### src/mfd_cfg.svh
`ifndef MFD_CFG_SVH
`define MFD_CFG_SVH

// ----------------------------------------------------------------
// Register byte addresses
// ----------------------------------------------------------------
`define MFD_ADDR_COMMON_THS   7'h17
`define MFD_ADDR_DEB_COUNT    7'h18
`define MFD_ADDR_X_THS_HIGH   7'h73
`define MFD_ADDR_X_THS_LOW    7'h74
`define MFD_ADDR_Y_THS_HIGH   7'h75
`define MFD_ADDR_Y_THS_LOW    7'h76
`define MFD_ADDR_Z_THS_HIGH   7'h77
`define MFD_ADDR_Z_THS_LOW    7'h78

// ----------------------------------------------------------------
// Field positions and reset values
// ----------------------------------------------------------------
`define MFD_BIT_CLEAR_MODE    7
`define MFD_BIT_AXIS_SEL      7
`define MFD_BIT_TRANS_SHARE   7
`define MFD_LOW_FIELD_LSB     2
`define MFD_RESET_BYTE        8'h00
`define MFD_RESET_FIELD6      6'h00
`define MFD_RESET_FIELD7      7'h00

// ----------------------------------------------------------------
// Timing: debounce base step of 1.25 ms at a 40 ns clock
// ----------------------------------------------------------------
`define MFD_STEP_BASE_NS      1250000
`define MFD_CLK_PERIOD_NS     40
`define MFD_STEP_BASE_CYCLES  (`MFD_STEP_BASE_NS / `MFD_CLK_PERIOD_NS)

// Shared-threshold scale, output counts per 63 mg threshold count
`define MFD_SCALE_2G          9'h102
`define MFD_SCALE_4G          9'h081
`define MFD_SCALE_8G          9'h040

`endif

### src/mfd_pkg.sv
package mfd_pkg;

  typedef logic [12:0] mfd_ths_t;
  typedef logic [13:0] mfd_mag_t;

  typedef enum logic [1:0] {
    MFD_FS_2G = 2'h0,
    MFD_FS_4G = 2'h1,
    MFD_FS_8G = 2'h2
  } mfd_fs_t;

  typedef enum logic [1:0] {
    MFD_PM_NORMAL              = 2'h0,
    MFD_PM_LOW_POWER_LOW_NOISE = 2'h1,
    MFD_PM_HIGH_RES            = 2'h2,
    MFD_PM_LOW_POWER           = 2'h3
  } mfd_pmode_t;

  typedef enum logic [2:0] {
    MFD_ODR_800  = 3'h0,
    MFD_ODR_400  = 3'h1,
    MFD_ODR_200  = 3'h2,
    MFD_ODR_100  = 3'h3,
    MFD_ODR_50   = 3'h4,
    MFD_ODR_12P5 = 3'h5,
    MFD_ODR_6P25 = 3'h6,
    MFD_ODR_1P56 = 3'h7
  } mfd_odr_t;

endpackage

### src/mfd_threshold_debounce.sv
`include "mfd_cfg.svh"

// Operation
// RULE1: Selection off: all axes use shared 7-bit threshold, 63 mg per count.
// RULE2: Selection on: shared threshold ignored, each axis uses its own threshold.
// RULE3: Per-axis thresholds are 13-bit magnitudes scaled like output data.
// RULE4: Software never sets axis-select and transient-share bits together.
// RULE5: Freefall mode: every enabled axis magnitude below its threshold.
// RULE6: Motion mode: at least one enabled axis magnitude above its threshold.
// RULE7: Threshold bits 12..6 in high byte 6..0, bits 5..0 in low 7..2.
// RULE8: X high bit 7 selects per-axis, Y high bit 7 shares transient.
// RULE9: Event flag sets when debounce counter reaches programmed count.
// RULE10: Debounce counter saturates at programmed count.
// RULE11: Debounce step follows data rate and power mode.
// RULE12: Clear-mode bit decides counter action on non-qualifying steps.
// RULE13: Clear mode 1 zeroes counter; mode 0 decrements, stopping at zero.
// RULE14: While latching, new per-axis flags do not update the source flags.
// RULE15: Qualifying step below programmed count increments counter by one.
// RULE16: Threshold and count fields reset to zero.
module mfd_threshold_debounce #(
  parameter int unsigned STEP_BASE_CYCLES = `MFD_STEP_BASE_CYCLES,
  parameter int unsigned DATA_W           = 14
) (
  input  wire logic              clk_i,
  input  wire logic              reset_i,
  input  wire logic              reg_we_i,
  input  wire logic              reg_re_i,
  input  wire logic [6:0]        reg_addr_i,
  input  wire logic [7:0]        reg_wdata_i,
  output logic      [7:0]        reg_rdata_o,
  input  wire logic              sample_valid_i,
  input  wire logic [DATA_W-1:0] accel_x_i,
  input  wire logic [DATA_W-1:0] accel_y_i,
  input  wire logic [DATA_W-1:0] accel_z_i,
  input  wire logic [2:0]        axis_en_i,
  input  wire logic              motion_mode_i,
  input  wire logic              latch_en_i,
  input  wire logic              src_clear_i,
  input  wire logic [1:0]        full_scale_range_i,
  input  wire logic [2:0]        odr_sel_i,
  input  wire logic [1:0]        power_mode_i,
  output logic                   event_o,
  output logic      [2:0]        axis_flags_o,
  output logic      [2:0]        axis_neg_o,
  output logic      [7:0]        debounce_o,
  output logic                   trans_share_o
);

  // ----------------------------------------------------------------
  // Registers
  // ----------------------------------------------------------------
  logic       clear_mode_q;
  logic [6:0] common_ths_q;
  logic [7:0] count_q;
  logic       axis_sel_q;
  logic       trans_share_q;
  logic [6:0] ths_hi_q [3];
  logic [5:0] ths_lo_q [3];

  wire wr_common = reg_we_i && (reg_addr_i == `MFD_ADDR_COMMON_THS);
  wire wr_count  = reg_we_i && (reg_addr_i == `MFD_ADDR_DEB_COUNT);
  wire wr_xhi    = reg_we_i && (reg_addr_i == `MFD_ADDR_X_THS_HIGH);
  wire wr_yhi    = reg_we_i && (reg_addr_i == `MFD_ADDR_Y_THS_HIGH);

  wire [6:0] hi_addr [3];
  wire [6:0] lo_addr [3];
  assign hi_addr[0] = `MFD_ADDR_X_THS_HIGH;
  assign hi_addr[1] = `MFD_ADDR_Y_THS_HIGH;
  assign hi_addr[2] = `MFD_ADDR_Z_THS_HIGH;
  assign lo_addr[0] = `MFD_ADDR_X_THS_LOW;
  assign lo_addr[1] = `MFD_ADDR_Y_THS_LOW;
  assign lo_addr[2] = `MFD_ADDR_Z_THS_LOW;

  always_ff @(posedge clk_i) begin
    if (reset_i) begin
      clear_mode_q  <= 1'b0;
      common_ths_q  <= `MFD_RESET_FIELD7; // see RULE16
      count_q       <= `MFD_RESET_BYTE; // see RULE16
      axis_sel_q    <= 1'b0;
      trans_share_q <= 1'b0;
    end else begin
      if (wr_common) begin
        clear_mode_q <= reg_wdata_i[`MFD_BIT_CLEAR_MODE];
        common_ths_q <= reg_wdata_i[6:0];
      end
      if (wr_count) begin
        count_q <= reg_wdata_i;
      end
      if (wr_xhi) begin
        axis_sel_q <= reg_wdata_i[`MFD_BIT_AXIS_SEL]; // see RULE8
      end
      if (wr_yhi) begin
        trans_share_q <= reg_wdata_i[`MFD_BIT_TRANS_SHARE]; // see RULE8
      end
    end
  end

  // Per-axis threshold byte pairs and compare
  logic [2:0] below;
  logic [2:0] above;
  logic [2:0] neg;
  logic [15:0] common_scaled;
  logic [8:0]  scale;

  assign scale = (full_scale_range_i == mfd_pkg::MFD_FS_2G) ? `MFD_SCALE_2G :
                 (full_scale_range_i == mfd_pkg::MFD_FS_4G) ? `MFD_SCALE_4G : `MFD_SCALE_8G;
  // Shared threshold is in 63 mg units, so it is converted into output counts
  // Widen both factors first: a 7x9-bit product would wrap at 9 bits
  assign common_scaled = 16'(common_ths_q) * 16'(scale); // see RULE1

  wire [DATA_W-1:0] accel [3];
  assign accel[0] = accel_x_i;
  assign accel[1] = accel_y_i;
  assign accel[2] = accel_z_i;

  for (genvar a = 0; a < 3; a++) begin : g_axis
    wire we_hi = reg_we_i && (reg_addr_i == hi_addr[a]);
    wire we_lo = reg_we_i && (reg_addr_i == lo_addr[a]);
    always_ff @(posedge clk_i) begin
      if (reset_i) begin
        ths_hi_q[a] <= `MFD_RESET_FIELD7; // see RULE16
        ths_lo_q[a] <= `MFD_RESET_FIELD6; // see RULE16
      end else begin
        if (we_hi) begin
          ths_hi_q[a] <= reg_wdata_i[6:0]; // see RULE7
        end
        if (we_lo) begin
          ths_lo_q[a] <= reg_wdata_i[7:`MFD_LOW_FIELD_LSB]; // see RULE7
        end
      end
    end
    wire mfd_pkg::mfd_ths_t axis_ths = {ths_hi_q[a], ths_lo_q[a]}; // see RULE3
    wire        sign_bit = accel[a][DATA_W-1];
    wire [DATA_W-1:0] mag = sign_bit ? DATA_W'(~accel[a] + 1'b1) : accel[a];
    wire [15:0] mag16 = 16'(mag);
    wire [15:0] thr   = axis_sel_q ? 16'(axis_ths) : common_scaled; // see RULE2
    assign below[a] = axis_en_i[a] && (mag16 < thr);
    assign above[a] = axis_en_i[a] && (mag16 > thr);
    assign neg[a]   = axis_en_i[a] && sign_bit;
  end

  // Freefall needs every enabled axis low; with no axis enabled nothing fires
  wire all_low  = (axis_en_i != 3'h0) && ((below | ~axis_en_i) == 3'h7); // see RULE5
  wire any_high = (above != 3'h0); // see RULE6
  wire cond_now = motion_mode_i ? any_high : all_low;

  // ----------------------------------------------------------------
  // Sample capture and debounce step timer
  // ----------------------------------------------------------------
  logic       cond_q;
  logic [2:0] hit_q;
  logic [2:0] neg_q;

  always_ff @(posedge clk_i) begin
    if (reset_i) begin
      cond_q <= 1'b0;
      hit_q  <= 3'h0;
      neg_q  <= 3'h0;
    end else if (sample_valid_i) begin
      cond_q <= cond_now;
      hit_q  <= motion_mode_i ? above : below;
      neg_q  <= neg;
    end
  end

  // Step length in units of 1.25 ms
  function automatic logic [7:0] step_units(input logic [2:0] odr, input logic [1:0] pm);
    logic [7:0] base;
    base = 8'h01 << odr;
    if (pm == mfd_pkg::MFD_PM_HIGH_RES && odr > mfd_pkg::MFD_ODR_400) begin
      step_units = 8'h02;
    end else if (odr <= mfd_pkg::MFD_ODR_50) begin
      step_units = base;
    end else if (pm == mfd_pkg::MFD_PM_NORMAL) begin
      step_units = 8'h10;
    end else if (pm == mfd_pkg::MFD_PM_LOW_POWER && odr != mfd_pkg::MFD_ODR_12P5) begin
      step_units = 8'h80;
    end else begin
      step_units = 8'h40;
    end
  endfunction

  logic [15:0] base_cnt_q;
  logic [7:0]  unit_cnt_q;
  wire         base_done = (base_cnt_q == 16'(STEP_BASE_CYCLES - 1));
  wire [7:0]   step_len  = step_units(odr_sel_i, power_mode_i); // see RULE11
  wire         step_tick = base_done && (unit_cnt_q >= step_len - 8'h01);

  always_ff @(posedge clk_i) begin
    if (reset_i) begin
      base_cnt_q <= 16'h0000;
      unit_cnt_q <= 8'h00;
    end else begin
      base_cnt_q <= base_done ? 16'h0000 : base_cnt_q + 16'h0001;
      if (step_tick) begin
        unit_cnt_q <= 8'h00;
      end else if (base_done) begin
        unit_cnt_q <= unit_cnt_q + 8'h01;
      end
    end
  end

  // ----------------------------------------------------------------
  // Debounce counter and event flags
  // ----------------------------------------------------------------
  logic [7:0] deb_q;
  logic [7:0] deb_d;
  logic       flag_q;
  logic [2:0] axis_q;
  logic [2:0] neg_out_q;

  always_comb begin
    deb_d = deb_q;
    if (deb_q > count_q) begin
      deb_d = count_q; // see RULE10
    end else if (step_tick) begin
      if (cond_q) begin
        deb_d = (deb_q < count_q) ? deb_q + 8'h01 : deb_q; // see RULE15
      end else if (clear_mode_q) begin // see RULE12
        deb_d = 8'h00; // see RULE13
      end else if (deb_q != 8'h00) begin
        deb_d = deb_q - 8'h01; // see RULE13
      end
    end
  end

  wire reached  = (deb_q == count_q) && (count_q != 8'h00 || cond_q); // see RULE9
  wire hold_src = latch_en_i && flag_q && !src_clear_i;

  always_ff @(posedge clk_i) begin
    if (reset_i) begin
      deb_q     <= 8'h00;
      flag_q    <= 1'b0;
      axis_q    <= 3'h0;
      neg_out_q <= 3'h0;
    end else begin
      deb_q <= deb_d;
      if (!hold_src) begin // see RULE14
        flag_q    <= reached;
        axis_q    <= reached ? hit_q : 3'h0;
        neg_out_q <= reached ? (neg_q & hit_q) : 3'h0;
      end
    end
  end

  // ----------------------------------------------------------------
  // Read port
  // ----------------------------------------------------------------
  logic [7:0] rd_sel;
  always_comb begin
    unique case (reg_addr_i)
      `MFD_ADDR_COMMON_THS: rd_sel = {clear_mode_q, common_ths_q};
      `MFD_ADDR_DEB_COUNT:  rd_sel = count_q;
      `MFD_ADDR_X_THS_HIGH: rd_sel = {axis_sel_q, ths_hi_q[0]};
      `MFD_ADDR_X_THS_LOW:  rd_sel = {ths_lo_q[0], 2'h0};
      `MFD_ADDR_Y_THS_HIGH: rd_sel = {trans_share_q, ths_hi_q[1]};
      `MFD_ADDR_Y_THS_LOW:  rd_sel = {ths_lo_q[1], 2'h0};
      `MFD_ADDR_Z_THS_HIGH: rd_sel = {1'b0, ths_hi_q[2]};
      `MFD_ADDR_Z_THS_LOW:  rd_sel = {ths_lo_q[2], 2'h0};
      default:              rd_sel = 8'h00;
    endcase
  end

  always_ff @(posedge clk_i) begin
    if (reset_i) begin
      reg_rdata_o <= 8'h00;
    end else if (reg_re_i) begin
      reg_rdata_o <= rd_sel;
    end
  end

  assign event_o       = flag_q;
  assign axis_flags_o  = axis_q;
  assign axis_neg_o    = neg_out_q;
  assign debounce_o    = deb_q;
  // Transient sharing is only passed on; software keeps it exclusive of axis select
  assign trans_share_o = trans_share_q; // see RULE4

endmodule // mfd_threshold_debounce

### config.mk
export PLATFORM = sky130hd
export DESIGN_NAME = mfd_threshold_debounce
export DESIGN_NICKNAME = d
export VERILOG_FILES = /design/src/mfd_pkg.sv /design/src/mfd_threshold_debounce.sv
export VERILOG_INCLUDE_DIRS = /design/src
export SDC_FILE = /design/constraint.sdc
export NUM_CORES = 1
export LEC_CHECK = 0
export BUFFER_PORTS_ARGS = -buffer_cell sky130_fd_sc_hd__buf_4
export CAP_MARGIN = 20
export CORE_UTILIZATION = 36
export CTS_CLUSTER_DIAMETER = 50
export DETAILED_ROUTE_END_ITERATION = 12
export GPL_TIMING_DRIVEN = 0
export PLACE_DENSITY_LB_ADDON = 0.25
export RECOVER_POWER = 50
export SYNTH_ARGS = -nofsm -noshare
export SYNTH_HDL_FRONTEND = slang
export SYNTH_SLANG_ARGS = --single-unit
### constraint.sdc
create_clock -name clk_i -period 7.1 [get_ports clk_i]
set_clock_uncertainty 0.2 [all_clocks]
set_input_delay 0.355 -clock clk_i [delete_from_list [all_inputs] [get_ports clk_i]]
set_output_delay 0.355 -clock clk_i [all_outputs]
set_load 0.005 [all_outputs]
==> results.tsv, run 1 <==
stage	metric	value	unit
detailed_routing	drc	0	
power_and_ir_drop	power.switching	0.545	mW
grt	grt_pass1_wl	43.1	mm
yosys	synth-edff-count	39	
power_and_ir_drop	power.internal	1.14	mW
place	place_area	0.0102	mm²
grt	grt_use_total	21.1	%
critical_path	worstPathArrival	6.30	ns
timing	final-hold-violation-count	0	
grt	grt_max_degree	20	
timing	finalSetupTns	0	ns
place	dpl.hpwl	21.6	mm
detailed_routing	num_vias	8352	
yosys	seq_area_frac_synth	28.8	%
finish	multi_input_area	0.00613	mm²
yosys	ys_seq_elements	111	
detailed_routing	dr.max_layer_used	met4	
min_path	hp-class	input port to flip-flop	
cts	htreeDepth	3	
yosys	synth_area_leader_cell	dfxtp_1	
critical_path	startpoint_type	input port	
detailed_routing	finalWirelength	26.9	mm
critical_path	crit_top_cell	ha_1	
detailed_routing	wl_met3	1.62	mm
floorplanning	num_io_pins	99	
detailed_routing	antenna_left	0	
detailed_routing	drt_first_pass_iters	5	
timing	final-setup-viol-count	0	
critical_path	cp_num_buf_inv	1	
place	gp_congestion	0.933	
place	dp_cells	1489	
place	port_buffers	94	
finish	antenna_cells	0	
cts	insertion_delay	0.35	ns
critical_path	path_delay_family	compound AO/OA/AOI/OAI gates	
critical_path	path_cells	buf_4 -> nor2b_1 -> and2_1 -> ha_1 -> fa_1 -> ha_1 -> ha_1 -> ha_1 -> nor3_1 -> a211oi_1 -> a31o_2 -> a21o_1 -> a21oi_1 -> mux2_2 -> a21oi_1 -> ha_1 -> a21oi_1 -> nand2_1 -> a211o_1 -> o31a_1 -> a221o_1 -> o2111ai_1 -> o311ai_0	
detailed_routing	drt-met1-wl	12.1	mm
critical_path	crit_required	7.11	ns
critical_path	worstSetupPathType	input port to flip-flop	
timing	max_slew_margin	25.2	%
detailed_routing	drt-wirelength-per-cell	17.9	µm
floorplanning	rows	57	
power_and_ir_drop	seqPwrFrac	42.5	%
timing	min_period	6.30	ns
grt	grt_pass1_vias	8033	
timing	worstMarginPinSlew	1.11	ns
yosys	syn_inst	1071	
detailed_routing	wl_met2	12.8	mm
critical_path	critPathSlowestCell	nor2b_1	
finish	final_layout_size_suffix_gt1_share	10.8	%
finish	fin_util	42.6	%
power_and_ir_drop	power.leakage	4.26	nW
yosys	yosysMostFrequentCell	ha_1	
floorplanning	fp.dieW	161	µm
finish	fill_cells	2540	
cts	cts_hold_buf	0	
floorplanning	core	0.0245	mm²
cts	cts_tree	built	
yosys	synth_nets	1264	
finish	regArea	0.00261	mm²
yosys	yosys-top-cells-count	ha_1 (111), nand2_1 (110), a21oi_1 (83)	
yosys	ys.flop_type	dfxtp_1	
status	status	finished clean	
finish	final_area	0.0104	mm²
finish	instances_no_fill	1505	
yosys	synth_area_per_cell	8.46	µm²
cts	clk_pin_slew	0.08	ns
yosys	synth-warning-count	0	
finish	nets	1369	
grt	antenna_found_initial	0	
timing	timing.final.max_slew_violations	0	
timing	fmax	159	MHz
power_and_ir_drop	ir_drop	97.3	µV
yosys	synth_top_area_share	15.9	%
cts	clock-sinks	111	
critical_path	slowest_delay	0.46	ns
yosys	async_reset_ff_share	0	%
yosys	synth_cell_types	72	
timing	period_share	88.7	%
yosys	netlist_top_cells_area	dfxtp_1 (16%), ha_1 (15%), edfxtp_1 (13%), a21oi_1 (4.6%), nand2_1 (4.6%)	
cts	cts_setup_buffers	0	
power_and_ir_drop	swShare	32.4	%
timing	rsz0062_at_grt	false	
finish	area_growth	15.3	%
cts	clockBufferDepth	2	
cts	cts_resized	0	
floorplanning	die-area	0.0258	mm²
critical_path	end_kind	flip-flop	
detailed_routing	drt-initial-drc-count	665	
detailed_routing	viasPerCell	5.55	
cts	clockRootBuffer	clkbuf_16	
power_and_ir_drop	p_per_area	161	mW/mm²
floorplanning	fp.dieH	161	µm
cts	numCtsBuffers	9	
floorplanning	start_util	36.9	%
grt	grt.overflow.total	0	
power_and_ir_drop	combinationalPowerShare	28.4	%
power_and_ir_drop	clock_power_share	29.1	%
job	cap_violations	0	
critical_path	cp_max_fo	9	
yosys	syn_area	0.00906	mm²
[cell type report]
class	instances	share of cell area (%)
Inverter	41	1.47
Sequential cell	111	25.0
Clock buffer	11	2.32
Timing Repair Buffer	94	6.65
Clock inverter	5	0.407
Multi-Input combinational cell	877	58.7
Buffer	42	1.58
Tap cell	324	3.88
[tightest hold or removal path, cell delays in order]
cell and delay (ns):
buf_4 0.15, nand2_1 0.06, o21ai_0 0.06
[power groups by stage]
stage | clock [mW] | sequential (mW) | combinational [mW]
after floorplan | 0 | 0.716 | 0.321
final | 0.489 | 0.714 | 0.478
after global placement | 0 | 0.729 | 0.469
after global routing | 0.527 | 0.717 | 0.538
after CTS | 0.498 | 0.714 | 0.476
after detailed placement | 0 | 0.728 | 0.474
[registers in the layout, summed over array words and instances (netlist names)]
register       cells
ths_hi_q          21
ths_lo_q          18
base_cnt_q        16
count_q            8
debounce_o         8
reg_rdata_o        8
unit_cnt_q         8
common_ths_q       7
axis_flags_o       3
axis_neg_o         3
hit_q              3
neg_q              3
axis_sel_q         1
clear_mode_q       1
cond_q             1
event_o            1
trans_share_o      1
[worst paths after layout]
check / startpoint / endpoint / slack (ns) / depth (start not counted)
worst max-delay path: full_scale_range_i[1] / cond_q / 0.80 / 23
worst min-delay path: reg_wdata_i[7] / trans_share_o / 0.1 / 3
worst max register to register: common_ths_q[5] / cond_q / 1.01 / 21
worst min register to register: axis_flags_o[0] / axis_flags_o[0] / 0.26 / 2
[per-stage QoR]
step / hold slack [ns] / power [mW] / setup slack [ns]
5_1_grt: 0.105 / 1.78 / 0.433
3_5_place_dp: 0.249 / 1.20 / 0.510
3_3_place_gp: 0.248 / 1.20 / 0.495
6_report: 0.0999 / 1.68 / 0.804
4_1_cts: 0.0893 / 1.69 / 0.849
2_1_floorplan: 0.245 / 1.04 / 1.54
[per-layer routing]
| metal | global-route usage [%] | up-vias |
|---|---|---|
| met5 | 0 | - |
| met4 | 5.67 | 0 |
| met3 | 2.82 | 32 |
| li1 | - | 4126 |
| met2 | 35.8 | 242 |
| met1 | 28.0 | 3952 |
[placed cells by master, fill, tap and decap left out, types with 12 or more instances in the layout]
master,Yosys,layout
clkbuf_4,0,23
xor2_1,16,16
and2_1,56,46
nand2b_1,16,16
ha_1,111,111
nand2_1,110,110
nor2_1,81,81
a21oi_1,83,83
nand4_1,15,15
buf_4,0,68
nor2b_1,15,15
clkbuf_1,36,41
o31ai_1,14,14
xnor2_1,47,47
dfxtp_1,72,72
a21o_1,14,14
nand3_1,54,54
edfxtp_1,39,39
o21ai_0,60,60
inv_1,41,41
or3_1,12,12
nor3_1,14,14
[kinds of logic (layout without fill, tap and decap cells)]
group,count (synthesis),in the layout,share of synthesized area [%]
other cells,1,1,0.0414
flops,111,111,28.8
xor+xnor,64,64,6.34
mux,13,13,2.02
compound gates,262,262,18.9
fa+ha+maj,118,118,16.9
simple gates,419,419,23.5
buf+inv,83,193,3.52
(Power assumes the default switching activity.)
==> run 2: changes to the inputs <==
--- a/config.mk
+++ b/config.mk
@@ -6,11 +6,12 @@
 export SDC_FILE = /design/constraint.sdc
 export NUM_CORES = 1
 export LEC_CHECK = 0
-export BUFFER_PORTS_ARGS = -buffer_cell sky130_fd_sc_hd__buf_4
 export CAP_MARGIN = 20
+export CORE_MARGIN = 10
 export CORE_UTILIZATION = 36
 export CTS_CLUSTER_DIAMETER = 50
 export DETAILED_ROUTE_END_ITERATION = 12
+export DONT_BUFFER_PORTS = 1
 export GPL_TIMING_DRIVEN = 0
 export PLACE_DENSITY_LB_ADDON = 0.25
 export RECOVER_POWER = 50
==> results.tsv, run 2 (synthesized netlist as in run 1, its figures left out) <==
stage	metric	value	unit	change
power_and_ir_drop	clock_power_share	31.3	%	+2.2 points
timing	hold_ws	0.00568	ns	-0.0942 ns
power_and_ir_drop	ir_drop	113	µV	+16%
floorplanning	start_util	36.9	%	unchanged
place	dp_cells	1395		-6.3%
timing	fmax	163	MHz	+2.8%
floorplanning	die-area	0.0319	mm²	+24%
finish	final_area	0.00993	mm²	-4.9%
place	dpl_worst_slack	0.662	ns	+0.152 ns
detailed_routing	drt-wirelength-per-cell	19.7	µm	+9.9%
critical_path	end_kind	flip-flop		
cts	clockBufferDepth	2		unchanged
cts	cts_setup_buffers	0		unchanged
detailed_routing	drt-initial-drc-count	748		+12%
detailed_routing	finalWirelength	28.1	mm	+4.3%
place	dpl.hpwl	22.6	mm	+4.4%
cts	cts_tree	built		
power_and_ir_drop	swShare	32.4	%	about the same
detailed_routing	antenna_left	0		unchanged
critical_path	crit_required	7.10	ns	about the same
detailed_routing	viasPerCell	5.66		+2.0%
min_path	min_to	reg_rdata_o[4]		
grt	grt_pass1_wl	44.0	mm	+2.1%
timing	max_slew_margin	30.1	%	+5.0 points
min_path	hold_start	reg_re_i		
timing	finalSetupTns	0	ns	unchanged
finish	nets	1290		-5.8%
critical_path	worstPathArrival	6.12	ns	-0.18 ns
floorplanning	fp.dieH	179	µm	+11%
finish	area_growth	9.59	%	
detailed_routing	num_vias	8087		-3.2%
power_and_ir_drop	power.leakage	3.88	nW	-8.9%
power_and_ir_drop	power.switching	0.539	mW	-1.2%
finish	top_regs	ths_hi_q (21), ths_lo_q (18), base_cnt_q (16)		
timing	timing.final.max_slew_violations	0		unchanged
timing	worstMarginPinSlew	1.04	ns	-0.0741 ns
power_and_ir_drop	total_power	1.66	mW	-1.1%
place	gp_congestion	0.911		-2.3%
min_path	worst_hold_path.num_cells	3		unchanged
min_path	hp-class	input port to flip-flop		
place	place_area	0.00946	mm²	-6.9%
grt	grt_use_total	17.5	%	-3.6 points
critical_path	cp_max_fo	8		-1
grt	grt_max_degree	21		+5.0%
finish	largest-register	ths_hi_q		
status	status	finished clean		
finish	instances_no_fill	1428		-5.1%
floorplanning	fp.dieW	179	µm	+11%
finish	final_cell_mix	ha_1 (111), nand2_1 (110), a21oi_1 (83)		
finish	final_layout_size_suffix_gt1_share	3.45	%	-7.4 points
grt	grt.overflow.total	0		unchanged
timing	final-setup-viol-count	0		unchanged
floorplanning	core	0.0245	mm²	unchanged
cts	htreeDepth	3		unchanged
cts	insertion_delay	0.36	ns	about the same
timing	period_share	86.2	%	-2.5 points
critical_path	regToRegStartpoint	common_ths_q[6]		
place	port_buffers	0		-100%
critical_path	startpoint_type	input port		
cts	clockRootBuffer	clkbuf_16		
timing	rsz0062_at_grt	false		
critical_path	r2r_slack	0.98	ns	-0.03 ns
floorplanning	rows	57		unchanged
job	cap_violations	0		unchanged
cts	clk_pin_slew	0.08	ns	about the same
power_and_ir_drop	seqPwrFrac	43.2	%	+0.7 points
cts	clock-sinks	111		unchanged
floorplanning	num_io_pins	99		unchanged
critical_path	r2r_cells	19		-9.5%
detailed_routing	drt_first_pass_iters	5		unchanged
timing	min_period	6.12	ns	-0.174 ns
finish	largest_reg_flops	21		unchanged
critical_path	worstSetupPathType	input port to flip-flop		
finish	fin_util	40.5	%	-2.1 points
cts	numCtsBuffers	9		unchanged
power_and_ir_drop	p_per_area	168	mW/mm²	+4.1%
grt	antenna_found_initial	2		+2
grt	grt_pass1_vias	7841		-2.4%
timing	fin_ws	0.979	ns	+0.174 ns
power_and_ir_drop	combinationalPowerShare	25.5	%	-2.9 points
finish	final_common_cell	ha_1		
timing	final-hold-violation-count	0		unchanged
detailed_routing	drc	0		unchanged
critical_path	reg2reg_to	cond_q		
power_and_ir_drop	power.internal	1.12	mW	-1.0%
-- run 2: how the worst max path moves through the flow --
stage	start	end	slack, ns	cells after the start
CTS	full_scale_range_i[0]	cond_q	0.99	20
floorplan	full_scale_range_i[0]	cond_q	1.54	22
finish	full_scale_range_i[0]	cond_q	0.98	20
global placement	full_scale_range_i[0]	cond_q	0.64	21
global route	full_scale_range_i[0]	cond_q	0.50	22
detailed placement	full_scale_range_i[0]	cond_q	0.66	20
-- run 2: power groups by stage --
stage               logic [mW]  registers (mW)  clock network (mW)
detailed placement       0.407           0.733                   0
global route             0.484           0.722               0.544
finish                   0.424           0.719               0.521
global placement         0.401           0.733                   0
CTS                      0.423           0.719               0.529
floorplan                0.321           0.716                   0
-- run 2: worst max-delay path: stages --
cell and delay (ns):
nor2b_1 0.44, and2_1 0.21, ha_1 0.22, fa_1 0.45, ha_1 0.23, fa_1 0.47, ha_1 0.38, and3_1 0.21
a221oi_1 0.39, o21bai_1 0.11, a21oi_1 0.18, xnor2_1 0.19, nand2_1 0.18, ha_1 0.35, nand4_1 0.12, o41ai_1 0.85
nor2_1 0.09, a221o_1 0.32, o2111ai_1 0.19, o311ai_0 0.20
-- run 2: timing repair --
action,in CTS,in global routing
hold buffers,15,0
gates resized for setup,0,0
endpoints found under the hold margin,59,0
-- run 2: metal layers --
metal | global-route usage, % | vias up | share of wire [%]
met4 | 4.48 | 0 | 1.9
met3 | 3.40 | 33 | 8.2
met5 | 0 | - | 0
met2 | 29.6 | 290 | 48
li1 | - | 3977 | -
met1 | 22.2 | 3787 | 42
-- run 2: final cells by class --
cell class / count / area [µm²]
well taps: 324 / 405
plain buffers: 42 / 165
clock buffers: 10 / 250
flip-flops and latches: 111 / 2610
multi-input cells: 877 / 6130
fillers: 2501 / 14600
diodes: 2 / 5.00
inverters: 41 / 154
clock inverters: 6 / 57.6
repair buffers: 15 / 150
==> run 3: changes to the inputs <==
--- a/config.mk
+++ b/config.mk
@@ -6,9 +6,10 @@
 export SDC_FILE = /design/constraint.sdc
 export NUM_CORES = 1
 export LEC_CHECK = 0
+export ABC_AREA = 1
 export CAP_MARGIN = 20
 export CORE_MARGIN = 10
-export CORE_UTILIZATION = 36
+export CORE_UTILIZATION = 31
 export CTS_CLUSTER_DIAMETER = 50
 export DETAILED_ROUTE_END_ITERATION = 12
 export DONT_BUFFER_PORTS = 1
==> results.tsv, run 3 <==
stage	metric	value	unit	change
critical_path	end_kind	flip-flop		
critical_path	cp_num_buf_inv	5		+5
finish	nets	1441		+12%
power_and_ir_drop	combinationalPowerShare	23.1	%	-2.4 points
floorplanning	num_io_pins	99		unchanged
critical_path	critPathSlowestCell	fa_1		
finish	fin_util	34.2	%	-6.3 points
power_and_ir_drop	power.switching	0.491	mW	-8.8%
grt	grt_max_degree	19		-9.5%
power_and_ir_drop	seqPwrFrac	45.3	%	+2.1 points
grt	grtUsageMet2	24.2	%	-5.4 points
timing	worstMarginPinSlew	1.17	ns	+0.131 ns
critical_path	worstPathArrival	5.60	ns	-0.52 ns
yosys	synth-edff-count	39		unchanged
cts	numCtsBuffers	9		unchanged
status	status	finished clean		
place	port_buffers	0		unchanged
min_path	hp-class	input port to flip-flop		
detailed_routing	antenna_left	0		unchanged
timing	finalSetupTns	0	ns	unchanged
yosys	yosys-top-cells-count	nand2_1 (210), inv_1 (158), nor2_1 (151)		
yosys	synth_cell_types	57		-21%
detailed_routing	drc	0		unchanged
place	dpl.hpwl	23.0	mm	+1.7%
power_and_ir_drop	power.leakage	4.37	nW	+13%
finish	final_common_cell	nand2_1		
power_and_ir_drop	total_power	1.57	mW	-5.8%
detailed_routing	finalWirelength	27.2	mm	-3.1%
grt	top_usage_layer	met2		
timing	rsz0062_at_grt	false		
timing	final-setup-viol-count	0		unchanged
cts	htreeDepth	3		unchanged
floorplanning	rows	62		+8.8%
timing	max_slew_margin	21.3	%	-8.8 points
grt	grt_pass1_wl	42.5	mm	-3.2%
detailed_routing	drt-initial-drc-count	421		-44%
place	dp_cells	1615		+16%
finish	antenna_cells	0		-2
place	gp_congestion	0.863		-5.3%
cts	clk_pin_slew	0.08	ns	about the same
critical_path	crit_required	7.15	ns	+0.05 ns
grt	antenna_found_initial	3		+1
cts	cts_tree	built		
floorplanning	core	0.0287	mm²	+17%
detailed_routing	num_vias	8162		+0.93%
timing	final-hold-violation-count	0		unchanged
floorplanning	die-area	0.0363	mm²	+14%
power_and_ir_drop	clock_power_share	31.6	%	+0.3 points
yosys	synth-warning-count	0		unchanged
finish	final_cell_mix	nand2_1 (210), inv_1 (158), nor2_1 (151)		
grt	gr-usage-met3	3.62	%	+0.22 points
yosys	synth_nets	1424		+13%
job	cap_violations	0		unchanged
yosys	seq_area_frac_synth	29.0	%	+0.17 points
timing	min_period	5.55	ns	-0.571 ns
yosys	syn_inst	1231		+15%
critical_path	path_delay_family	adder cells		
timing	timing.final.max_slew_violations	0		unchanged
yosys	syn_area	0.00901	mm²	-0.58%
grt	grt.overflow.total	0		unchanged
cts	cts_resized	0		unchanged
cts	clock-sinks	111		unchanged
detailed_routing	drt_first_pass_iters	5		unchanged
timing	fmax	180	MHz	+10%
floorplanning	start_util	31.4	%	-5.5 points
yosys	yosysMostFrequentCell	nand2_1		
detailed_routing	drt-wirelength-per-cell	16.6	µm	-16%
finish	final_layout_size_suffix_gt1_share	4.15	%	+0.70 points
cts	clockRootBuffer	clkbuf_16		
floorplanning	fp.dieH	190	µm	+6.6%
detailed_routing	viasPerCell	4.99		-12%
power_and_ir_drop	swShare	31.4	%	-1.0 points
grt	grt_use_total	14.7	%	-2.8 points
finish	area_growth	9.00	%	
cts	insertion_delay	0.35	ns	about the same
cts	clockBufferDepth	2		unchanged
yosys	synth_area_per_cell	7.32	µm²	-14%
critical_path	slowest_delay	0.48	ns	-0.37 ns
finish	top_regs	ths_hi_q (21), ths_lo_q (18), base_cnt_q (16)		
power_and_ir_drop	p_per_area	160	mW/mm²	-4.7%
yosys	synth_top_area_share	16.0	%	+0.093 points
critical_path	worstSetupPathType	input port to flip-flop		
finish	instances_no_fill	1637		+15%
timing	period_share	78.2	%	-8.0 points
finish	largest-register	ths_hi_q		
grt	met1_usage	19.0	%	-3.2 points
floorplanning	fp.dieW	190	µm	+6.6%
yosys	netlist_top_cells_area	dfxtp_1 (16%), ha_1 (15%), edfxtp_1 (13%), nand2_1 (8.8%), inv_1 (6.6%)		
yosys	async_reset_ff_share	0	%	unchanged
critical_path	startpoint_type	input port		
yosys	synth_area_leader_cell	dfxtp_1		
power_and_ir_drop	power.internal	1.08	mW	-4.4%
yosys	ys_seq_elements	111		unchanged
critical_path	cp_max_fo	9		+1
finish	largest_reg_flops	21		unchanged
power_and_ir_drop	ir_drop	94.2	µV	-16%
yosys	ys.flop_type	dfxtp_1		
grt	grt_pass1_vias	7796		-0.57%
[run 3: cell types whose count changed after synthesis, moves of 16 or more]
cell	previous run	this run
nand2_1	110	210
a21oi_1	83	101
xnor2_1	47	21
nor2_1	81	151
inv_1	41	158
o21ai_0	60	89
xor2_1	16	34
nand2b_1	16	0
and2_1	56	0
[run 3: through the flow]
step	hold WS [ns]	setup slack, ns	instance area, µm²
floorplan	0.233	2.21	9010
global route	0.0189	1.13	9820
global placement	0.253	1.25	9490
CTS	0.00226	1.61	9820
finish	0.0133	1.55	9820
detailed placement	0.262	1.23	9490
[run 3: kinds of logic (layout without fill, tap and decap cells)]
logic type	after synthesis	in the layout	synth area share, %
adder cells (fa/ha/maj)	118	118	17.0
other	1	1	0.0416
AO/OA/AOI/OAI	244	244	15.0
flip-flops	111	111	29.0
AND/OR/NAND/NOR	511	511	25.5
buffers and inverters	191	213	8.07
XOR/XNOR	55	55	5.35
[run 3: layout make-up]
cell class              instances  area, µm²
fillers                      3106      18900
multi-input cells             929       5660
flip-flops and latches        111       2610
clock buffers                  11        253
well taps                     384        480
plain buffers                  28        113
repair buffers                  6       47.5
inverters                     163        614
clock inverters                 5       41.3
[run 3: repair_timing]
action / CTS / global route
endpoints found under the setup margin: 0 / 0
buffers inserted: 0 / 0
hold buffers: 4 / 0
hold endpoints to repair: 4 / 0
[run 3: final timing paths]
| path | from | end | slack, ns | depth (start not counted) |
|---|---|---|---|---|
| min | reg_wdata_i[7] | clear_mode_q | 0.01 | 2 |
| max reg2reg | common_ths_q[6] | cond_q | 1.71 | 29 |
| min reg2reg | base_cnt_q[0] | base_cnt_q[0] | 0.28 | 1 |
| max | full_scale_range_i[1] | cond_q | 1.55 | 31 |
[run 3: metal layers]
layer	up-vias	routed length (µm)
met1	3763	12400
met2	188	12400
li1	4181	-
met3	24	1970
met4	6	404
met5	-	34
[run 3: power by group through the flow]
| stage | sequential, mW | clock [mW] | combinational [mW] |
|---|---|---|---|
| detailed placement | 0.724 | 0 | 0.362 |
| CTS | 0.710 | 0.506 | 0.366 |
| floorplan | 0.710 | 0 | 0.285 |
| finish | 0.710 | 0.495 | 0.362 |
| global placement | 0.724 | 0 | 0.358 |
| global route | 0.712 | 0.529 | 0.419 |
